[src/core/cbt_regs.svh]
// register offsets, field positions, reset values and timing counts
// assumes: included by bare name from the bit timing module and the testbench
`ifndef CBT_REGS_SVH
`define CBT_REGS_SVH
`define CBT_ADDR_W 3
`define CBT_DATA_W 8
`define CBT_OFS_TIME0 3'h0
`define CBT_OFS_TIME1 3'h1
`define CBT_OFS_TIME2 3'h2
`define CBT_OFS_CTRL 3'h3
`define CBT_OFS_STAT 3'h4
`define CBT_PRESC_LSB 0
`define CBT_JUMP_LSB 6
`define CBT_PROP_LSB 0
`define CBT_PH1_LSB 3
`define CBT_TRIPLE_BIT 6
`define CBT_P2SRC_BIT 7
`define CBT_PH2_LSB 0
`define CBT_CFGMODE_BIT 0
`define CBT_TIME0_RST 8'h00
`define CBT_TIME1_RST 8'h00
`define CBT_TIME2_RST 8'h00
`define CBT_CFGMODE_RST 1'h1
`define CBT_IPT_TQ 5'h02
`endif

[src/core/cbt_pkg.sv]
// types shared by the bit timing modules
// assumes: cbt_regs.svh is on the include path
package cbt_pkg;
  typedef enum logic [1:0] {
    CBT_SYNC = 2'b00,
    CBT_PROP = 2'b01,
    CBT_PH1 = 2'b11,
    CBT_PH2 = 2'b10
  } cbt_seg_t;
  typedef struct packed {
    logic [1:0] jump_width;
    logic [5:0] quantum_prescale;
    logic phase2_source_select;
    logic triple_sample_select;
    logic [2:0] phase1_len;
    logic [2:0] prop_segment_len;
    logic [2:0] phase2_len;
  } cbt_cfg_t;
endpackage

[src/core/cbt_bit_timing.sv]
// can bit timing and synchronisation core with its timing registers
// assumes: all inputs synchronous to CORE_CLK, bus idle and tx level come
// from the protocol engine, software writes timing only in config mode
//
// Notes on behaviour
// - quantum is clock over two times prescale plus one
// - bit spans 5 to 25 quanta, 8 recommended
// - each bit opens with one-quantum sync segment
// - propagation segment 1 to 8 quanta
// - phase 1 is 1 to 8; sample at its end
// - phase 2 is 1 to 8, never below 2
// - phase 2 source: own field or max(phase1, 2)
// - two quanta processing time after the sample point
// - triple mode takes three samples half quantum apart
// - sample mode bit picks triple or single sample
// - hard sync on falling edge while idle restarts bit
// - no resync after hard sync in same bit
// - jump width 1 to 4 quanta
// - only recessive to dominant edges synchronise
// - phase error zero, positive or negative by position
// - error within jump width restarts the bit time
// - large positive error lengthens phase 1 by width
// - large negative error shortens phase 2 by width
// - at most one synchronisation per bit time
// - edge used only if previous sample was recessive
// - no positive-error resync while sending dominant
// - timing writable only in configuration mode
`timescale 1ns/1ps
`default_nettype none
`include "cbt_regs.svh"
module cbt_bit_timing
  import cbt_pkg::*;
(
  input wire logic CORE_CLK,
  input wire logic RST_N,
  input wire logic CE,
  input wire logic [`CBT_ADDR_W-1:0] ADDR,
  input wire logic [`CBT_DATA_W-1:0] WR_DATA,
  input wire logic WR_STB,
  input wire logic RD_STB,
  output logic [`CBT_DATA_W-1:0] RD_DATA,
  input wire logic BUS_RECEIVE_PIN,
  input wire logic BUS_IDLE,
  input wire logic TX_DOMINANT,
  output logic SAMPLE_STB,
  output logic SAMPLE_BIT,
  output logic BIT_START_STB
);
  cbt_cfg_t cfg_q;
  logic cfg_mode_q;
  cbt_seg_t seg_q;
  logic [6:0] pre_q;
  logic [4:0] tq_q;
  logic [2:0] ext_q;
  logic [2:0] cut_q;
  logic synced_q;
  logic last_bit_q;
  logic rx_prev_q;
  logic [`CBT_DATA_W-1:0] rd_q;
  logic samp_q;
  logic bit_q;
  logic start_q;

  logic [6:0] pre_top;
  logic tq_tick;
  logic half_tick;
  logic [4:0] prop_len;
  logic [4:0] ph1_base;
  logic [4:0] ph1_eff;
  logic [4:0] ph2_base;
  logic [4:0] ph2_eff;
  logic [4:0] sjw_len;
  logic fall_edge;
  logic edge_ok;
  logic hard_sync;
  logic resync;
  logic is_pos;
  logic [4:0] err_mag;
  logic restart;
  logic lengthen;
  logic shorten;
  logic sample_pt;
  logic bit_end;
  logic maj_bit;

  ////////////////////////////////////////////////////////////////////////////
  // register port

  // timing fields are frozen outside config mode so a live bit never tears
  always_ff @(posedge CORE_CLK) begin
    if (!RST_N) begin
      cfg_q <= {`CBT_TIME0_RST, `CBT_TIME1_RST, 3'(`CBT_TIME2_RST)};
      cfg_mode_q <= `CBT_CFGMODE_RST;
    end else if (CE && WR_STB) begin
      if (ADDR == `CBT_OFS_CTRL) begin
        cfg_mode_q <= WR_DATA[`CBT_CFGMODE_BIT];
      end else if (cfg_mode_q && ADDR == `CBT_OFS_TIME0) begin
        cfg_q.quantum_prescale <= WR_DATA[`CBT_PRESC_LSB +: 6];
        cfg_q.jump_width <= WR_DATA[`CBT_JUMP_LSB +: 2];
      end else if (cfg_mode_q && ADDR == `CBT_OFS_TIME1) begin
        cfg_q.prop_segment_len <= WR_DATA[`CBT_PROP_LSB +: 3];
        cfg_q.phase1_len <= WR_DATA[`CBT_PH1_LSB +: 3];
        cfg_q.triple_sample_select <= WR_DATA[`CBT_TRIPLE_BIT];
        cfg_q.phase2_source_select <= WR_DATA[`CBT_P2SRC_BIT];
      end else if (cfg_mode_q && ADDR == `CBT_OFS_TIME2) begin
        cfg_q.phase2_len <= WR_DATA[`CBT_PH2_LSB +: 3];
      end
    end
  end

  // data stands only in the cycle after the read strobe
  always_ff @(posedge CORE_CLK) begin
    if (!RST_N) begin
      rd_q <= 8'h00;
    end else if (CE) begin
      rd_q <= 8'h00;
      if (RD_STB) begin
        case (ADDR)
          `CBT_OFS_TIME0: rd_q <= {cfg_q.jump_width, cfg_q.quantum_prescale};
          `CBT_OFS_TIME1: rd_q <= {cfg_q.phase2_source_select, cfg_q.triple_sample_select,
                                   cfg_q.phase1_len, cfg_q.prop_segment_len};
          `CBT_OFS_TIME2: rd_q <= {5'h00, cfg_q.phase2_len};
          `CBT_OFS_CTRL: rd_q <= {7'h00, cfg_mode_q};
          `CBT_OFS_STAT: rd_q <= {3'h0, synced_q, last_bit_q, BUS_RECEIVE_PIN, seg_q};
          default: rd_q <= 8'h00;
        endcase
      end
    end
  end

  ////////////////////////////////////////////////////////////////////////////
  // quantum generation and segment lengths

  assign pre_top = {cfg_q.quantum_prescale, 1'b1};
  assign tq_tick = (pre_q == pre_top);
  assign half_tick = tq_tick | (pre_q == {1'b0, cfg_q.quantum_prescale});
  assign prop_len = {2'h0, cfg_q.prop_segment_len} + 5'h01;
  assign ph1_base = {2'h0, cfg_q.phase1_len} + 5'h01;
  assign ph1_eff = ph1_base + {2'h0, ext_q};
  assign sjw_len = {3'h0, cfg_q.jump_width} + 5'h01;

  // a phase 2 under two quanta would eat into the processing time
  always_comb begin
    if (cfg_q.phase2_source_select) begin
      ph2_base = {2'h0, cfg_q.phase2_len} + 5'h01;
    end else begin
      ph2_base = ph1_base;
    end
    if (ph2_base < `CBT_IPT_TQ) begin
      ph2_base = `CBT_IPT_TQ;
    end
  end
  assign ph2_eff = ph2_base - {2'h0, cut_q};

  always_ff @(posedge CORE_CLK) begin
    if (!RST_N) begin
      pre_q <= 7'h00;
    end else if (CE) begin
      if (cfg_mode_q || restart || tq_tick) begin
        pre_q <= 7'h00;
      end else begin
        pre_q <= pre_q + 7'h01;
      end
    end
  end

  ////////////////////////////////////////////////////////////////////////////
  // edge qualification and phase error

  assign fall_edge = rx_prev_q & ~BUS_RECEIVE_PIN;
  assign edge_ok = fall_edge & last_bit_q & ~synced_q & ~cfg_mode_q;
  assign hard_sync = edge_ok & BUS_IDLE;
  assign is_pos = (seg_q == CBT_PROP) || (seg_q == CBT_PH1);

  // zero in sync, quanta since sync before the sample point, else quanta left
  always_comb begin
    if (seg_q == CBT_PROP) begin
      err_mag = tq_q + 5'h01;
    end else if (seg_q == CBT_PH1) begin
      err_mag = prop_len + tq_q + 5'h01;
    end else if (seg_q == CBT_PH2) begin
      err_mag = ph2_eff - tq_q;
    end else begin
      err_mag = 5'h00;
    end
  end

  // an edge in sync has zero error: it spends the bit's sync but moves nothing
  assign resync = edge_ok & ~BUS_IDLE & (seg_q != CBT_SYNC)
                  & ~(is_pos & TX_DOMINANT);
  assign restart = hard_sync | (resync & (err_mag <= sjw_len));
  assign lengthen = resync & is_pos & (err_mag > sjw_len);
  assign shorten = resync & ~is_pos & (err_mag > sjw_len);

  assign sample_pt = tq_tick & ~restart & (seg_q == CBT_PH1) & (tq_q >= ph1_eff - 5'h01);
  assign bit_end = tq_tick & ~restart & (seg_q == CBT_PH2) & (tq_q >= ph2_eff - 5'h01);

  ////////////////////////////////////////////////////////////////////////////
  // segment sequencer

  always_ff @(posedge CORE_CLK) begin
    if (!RST_N) begin
      seg_q <= CBT_SYNC;
      tq_q <= 5'h00;
    end else if (CE) begin
      if (cfg_mode_q || restart) begin
        seg_q <= CBT_SYNC;
        tq_q <= 5'h00;
      end else if (tq_tick) begin
        tq_q <= tq_q + 5'h01;
        case (seg_q)
          CBT_SYNC: begin
            seg_q <= CBT_PROP;
            tq_q <= 5'h00;
          end
          CBT_PROP: begin
            if (tq_q >= prop_len - 5'h01) begin
              seg_q <= CBT_PH1;
              tq_q <= 5'h00;
            end
          end
          CBT_PH1: begin
            if (sample_pt) begin
              seg_q <= CBT_PH2;
              tq_q <= 5'h00;
            end
          end
          CBT_PH2: begin
            if (bit_end) begin
              seg_q <= CBT_SYNC;
              tq_q <= 5'h00;
            end
          end
          default: begin
            seg_q <= CBT_SYNC;
            tq_q <= 5'h00;
          end
        endcase
      end
    end
  end

  // adjustments and the sync flag live for one bit time only
  always_ff @(posedge CORE_CLK) begin
    if (!RST_N) begin
      ext_q <= 3'h0;
      cut_q <= 3'h0;
      synced_q <= 1'b0;
    end else if (CE) begin
      if (cfg_mode_q || bit_end) begin
        ext_q <= 3'h0;
        cut_q <= 3'h0;
        synced_q <= 1'b0;
      end else if (restart) begin
        ext_q <= 3'h0;
        cut_q <= 3'h0;
        synced_q <= 1'b1;
      end else if (edge_ok && !BUS_IDLE) begin
        synced_q <= 1'b1;
        if (lengthen) begin
          ext_q <= sjw_len[2:0];
        end
        if (shorten) begin
          cut_q <= sjw_len[2:0];
        end
      end
    end
  end

  ////////////////////////////////////////////////////////////////////////////
  // sampling and strobes

  cbt_sampler u_sampler (
    .clk(CORE_CLK),
    .rst_n(RST_N),
    .ce(CE),
    .half_tick(half_tick),
    .rx(BUS_RECEIVE_PIN),
    .triple(cfg_q.triple_sample_select),
    .bit_val(maj_bit)
  );

  always_ff @(posedge CORE_CLK) begin
    if (!RST_N) begin
      rx_prev_q <= 1'b1;
      last_bit_q <= 1'b1;
      samp_q <= 1'b0;
      bit_q <= 1'b1;
      start_q <= 1'b0;
    end else if (CE) begin
      rx_prev_q <= BUS_RECEIVE_PIN;
      samp_q <= sample_pt;
      start_q <= restart | bit_end;
      if (sample_pt) begin
        last_bit_q <= maj_bit;
        bit_q <= maj_bit;
      end
    end
  end

  assign RD_DATA = rd_q;
  assign SAMPLE_STB = samp_q;
  assign SAMPLE_BIT = bit_q;
  assign BIT_START_STB = start_q;
endmodule
`default_nettype wire

[src/core/cbt_sampler.sv]
// bus sampler: single or three-sample majority decision
// assumes: half_tick pulses every half quantum, rx synchronous to clk
`timescale 1ns/1ps
`default_nettype none
module cbt_sampler
  import cbt_pkg::*;
(
  input wire logic clk,
  input wire logic rst_n,
  input wire logic ce,
  input wire logic half_tick,
  input wire logic rx,
  input wire logic triple,
  output logic bit_val
);
  logic [1:0] hist_q;

  always_ff @(posedge clk) begin
    if (!rst_n) begin
      hist_q <= 2'h3;
    end else if (ce && half_tick) begin
      hist_q <= {hist_q[0], rx};
    end
  end

  // the two older samples sit half a quantum apart, the third is taken now
  always_comb begin
    if (triple) begin
      bit_val = (hist_q[1] & hist_q[0]) | (hist_q[1] & rx) | (hist_q[0] & rx);
    end else begin
      bit_val = rx;
    end
  end
endmodule
`default_nettype wire

[config.mk]
export PLATFORM = sky130hd
export DESIGN_NAME = cbt_bit_timing
export DESIGN_NICKNAME = d
export VERILOG_FILES = /design/src/core/cbt_pkg.sv /design/src/core/cbt_bit_timing.sv /design/src/core/cbt_sampler.sv
export VERILOG_INCLUDE_DIRS = /design/src /design/src/core
export SDC_FILE = /design/constraint.sdc
export NUM_CORES = 1
export LEC_CHECK = 0
export BUFFER_PORTS_ARGS = -buffer_cell sky130_fd_sc_hd__buf_2
export CAP_MARGIN = 20
export CORE_ASPECT_RATIO = 0.9
export CORE_MARGIN = 5
export CORE_UTILIZATION = 35
export CTS_CLUSTER_DIAMETER = 200
export DETAILED_ROUTE_END_ITERATION = 7
export PLACE_DENSITY = 0.53
export SYNTH_ARGS = -nofsm -noshare
export SYNTH_HDL_FRONTEND = slang
export SYNTH_HIERARCHICAL = 1
export SYNTH_SLANG_ARGS = --single-unit
[constraint.sdc]
create_clock -name CORE_CLK -period 8.5 [get_ports CORE_CLK]
set_input_delay 0.85 -clock CORE_CLK [delete_from_list [all_inputs] [get_ports CORE_CLK]]
set_output_delay 0.85 -clock CORE_CLK [all_outputs]
set_load 0.1 [all_outputs]
==> results.py <==
metrics = {
    "timing": {
        "tns_ps": 0,
        "period_needed_ps": 5200,
        "finalSetupViolations": 0,
        "worst_pin_slew_ps": 967,
        "finClkSkew_ps": 5.73,
        "rsz0062_at_grt": "false",
        "relSlewSlack_pct": 35.2,
        "report.final.slew_viol_count": 0,
        "hold_violations": 0,
        "max_clock_freq_mhz": 192,
        "period_share_pct": 61.2,
    },
    "floorplan": {
        "dieArea_mm2": 0.0140,
        "num_io_pins": 30,
        "dieWidth_um": 124,
        "start_util_pct": 35.8,
        "num_rows": 37,
        "die_h_um": 113,
        "fp.coreArea_mm2": 0.0114,
    },
    "min_path": {
        "hold_class": "reg -> reg",
        "whs_path_depth": 2,
    },
    "synthesis": {
        "async_flop_share_pct": 0,
        "syn_area_mm2": 0.00410,
        "synth_edf_count": 0,
        "synthCells": 496,
        "synth_flop_cell": "dfxtp_1",
        "avgSynthCellArea_um2": 8.26,
        "synth.yosys.seq_area_share_pct": 26.9,
        "synth_cell_type_count": 59,
        "yosysWarnings": 6,
        "synth_fp_nets": 560,
        "yosys_register_bits": 55,
    },
    "layout": {
        "fin_util_pct": 39.5,
        "final_nets": 577,
        "multi_input_comb_area_mm2": 0.00277,
        "antenna_cells": 0,
        "syn2layout_area_growth_pct": 10.3,
        "seq_area_mm2": 0.00110,
        "nFillCells": 1201,
        "drive_gt1_share_pct": 9.92,
    },
    "worst_setup_path": {
        "critPathArrivalTime_ps": 5370,
        "worstSetupPathType": "reg -> reg",
        "worstPathMaxFanout": 10,
        "crit_path_start_kind": "flip-flop",
        "rr_worst_depth": 21,
        "cp-end-kind": "flip-flop",
        "required_ps": 8660,
    },
    "cts": {
        "ctsHoldBuffers": 0,
        "cts_resized": 0,
        "cts_buffers": 5,
        "clk_latency_ps": 290,
        "clock-sinks": 55,
        "htreeDepth": 2,
        "cts_root_buf": "clkbuf_16",
        "cts_setup_buffers": 0,
        "cts_buffer_depth": 2,
        "path_clk_slew_ps": 70,
        "cts_tree": "done",
    },
    "placed_design": {
        "io_buffers": 29,
        "hpwl_um": 8740,
        "finalWeightedCongestion": 0.841,
    },
    "pwr": {
        "leakagePower_nw": 1.84,
        "p_per_area_mw_per_mm2": 117,
        "ir_drop_v": 0.0000959,
    },
    "job": {
        "cap_violations": 0,
    },
    "global_route": {
        "grt_max_degree": 39,
        "track_usage_pct": 16.0,
        "grt_pass1_wl_um": 17700,
        "overflow": 0,
        "antenna_found_initial": 0,
        "grt_pass1_vias": 3405,
    },
    "detailed_routing": {
        "routed_wl_um": 10900,
        "antenna_left": 0,
        "drtIter0Drc": 200,
        "viasPerCell": 5.30,
        "dr_total_vias": 3551,
        "wire_per_inst_um": 16.3,
        "drc": 0,
        "dr.pass1.iters": 5,
    },
    "run_status": {
        "status": "completed",
    },
}
[layout make-up]
cell class | count | area share, %
clock buffer | 6 | 3.07
clock inverter | 2 | 0.360
inverter | 40 | 3.32
multi-input combinational | 381 | 61.2
sequential | 55 | 24.3
tap | 156 | 4.32
timing repair buffer | 30 | 3.38
[synth_stat cells (4+ instances only)]
master / n / area, um2
nor2_1: 62 / 233
dfxtp_1: 55 / 1100
ha_1: 41 / 513
inv_1: 39 / 146
mux2i_1: 35 / 350
nand2_1: 31 / 116
a21oi_1: 29 / 145
o21ai_0: 20 / 100
xnor2_1: 18 / 158
clkbuf_1: 13 / 48.8
xor2_1: 12 / 105
nand3_1: 11 / 55.1
a21o_1: 10 / 75.1
a22oi_1: 10 / 75.1
nand2b_1: 8 / 50.1
nand4_1: 7 / 43.8
nor2b_1: 7 / 43.8
o32ai_1: 6 / 52.6
a31oi_1: 5 / 31.3
and3_1: 4 / 25.0
buf_1: 4 / 15.0
fa_1: 4 / 80.1
nor3_1: 4 / 20.0
or4b_1: 4 / 40.0
[flip-flops by register name (all words and copies together) (netlist names), 2 cells and up]
signal,cells
u_sampler/hist_q,2
tq_q,5
seg_q,2
RD_DATA,8
ext_q,3
pre_q,7
cut_q,3
cfg_q,19
[stage by stage]
stage	hold WS (ps)	cells	power [mW]	cell area, um2	worst slack [ps]
2_1_floorplan	442	496	0.307	4100	3850
6_report	483	670	0.531	4520	3300
3_5_place_dp	462	662	0.325	4370	3300
3_3_place_gp	453	662	0.324	4370	3380
5_1_grt	527	670	0.552	4520	2840
4_1_cts	483	670	0.536	4520	3280
[layout by cell type, fill, tap and decap left out, types with 11 or more instances in the layout]
| master | count |
|---|---|
| nor2_1 | 62 |
| dfxtp_1 | 55 |
| ha_1 | 41 |
| inv_1 | 39 |
| mux2i_1 | 35 |
| nand2_1 | 31 |
| a21oi_1 | 29 |
| buf_2 | 29 |
| o21ai_0 | 20 |
| xnor2_1 | 18 |
| xor2_1 | 12 |
| nand3_1 | 11 |
[metal layers]
layer,track usage (%),part of all wire [%]
met3,2.72,4.9
met4,3.21,0.95
met1,23.3,49
met2,24.7,45
met5,0,0
[cell families (layout without fill, tap and decap cells)]
kind of cell,Yosys count,in the layout,share of synthesized area (%)
xor gates and xnor gates,31,31,6.96
muxes,36,36,8.82
buffers and inverters,60,78,5.74
DFF,55,55,26.9
adders and majority gates,45,45,14.5
and+or+nand+nor,163,163,20.3
AOI/OAI and AO/OA,106,106,16.9
[power by group]
| group | leakage, nW | switching [mW] | internal, mW |
|---|---|---|---|
| registers | 0.444 | 0.00375 | 0.260 |
| logic | 1.33 | 0.0346 | 0.0200 |
| clock network | 0.0731 | 0.0944 | 0.118 |
| total | 1.84 | 0.133 | 0.398 |
[critical path, stage by stage, from the launching register on]
cell and delay, ps:
dfxtp_1 450, nand3_2 150, o21ai_0 450, or2_2 230
nor2_1 40, nor3_1 130, a21oi_1 60, ha_1 230
fa_1 530, inv_1 90, fa_1 470, nand2_1 70
o21ai_0 80, ha_1 310, nor2b_1 130, o21a_1 160
o21ai_0 130, o31ai_1 130, nor4_4 480, a211oi_2 180
o21ai_2 400, o221ai_1 160
[path summary, 6_finish.rpt]
| check | start | end | slack, ps |
|---|---|---|---|
| setup / recovery | cfg_q[6]$_SDFFE_PN0P_ | seg_q[1]$_SDFFE_PN0P_ | 3300 |
| hold / removal | rx_prev_q$_SDFFE_PN1P_ | rx_prev_q$_SDFFE_PN1P_ | 480 |
| setup reg to reg | cfg_q[6]$_SDFFE_PN0P_ | seg_q[1]$_SDFFE_PN0P_ | 3300 |
| hold reg to reg | rx_prev_q$_SDFFE_PN1P_ | rx_prev_q$_SDFFE_PN1P_ | 480 |
No activity file was read; power rests on OpenSTA's default activity.
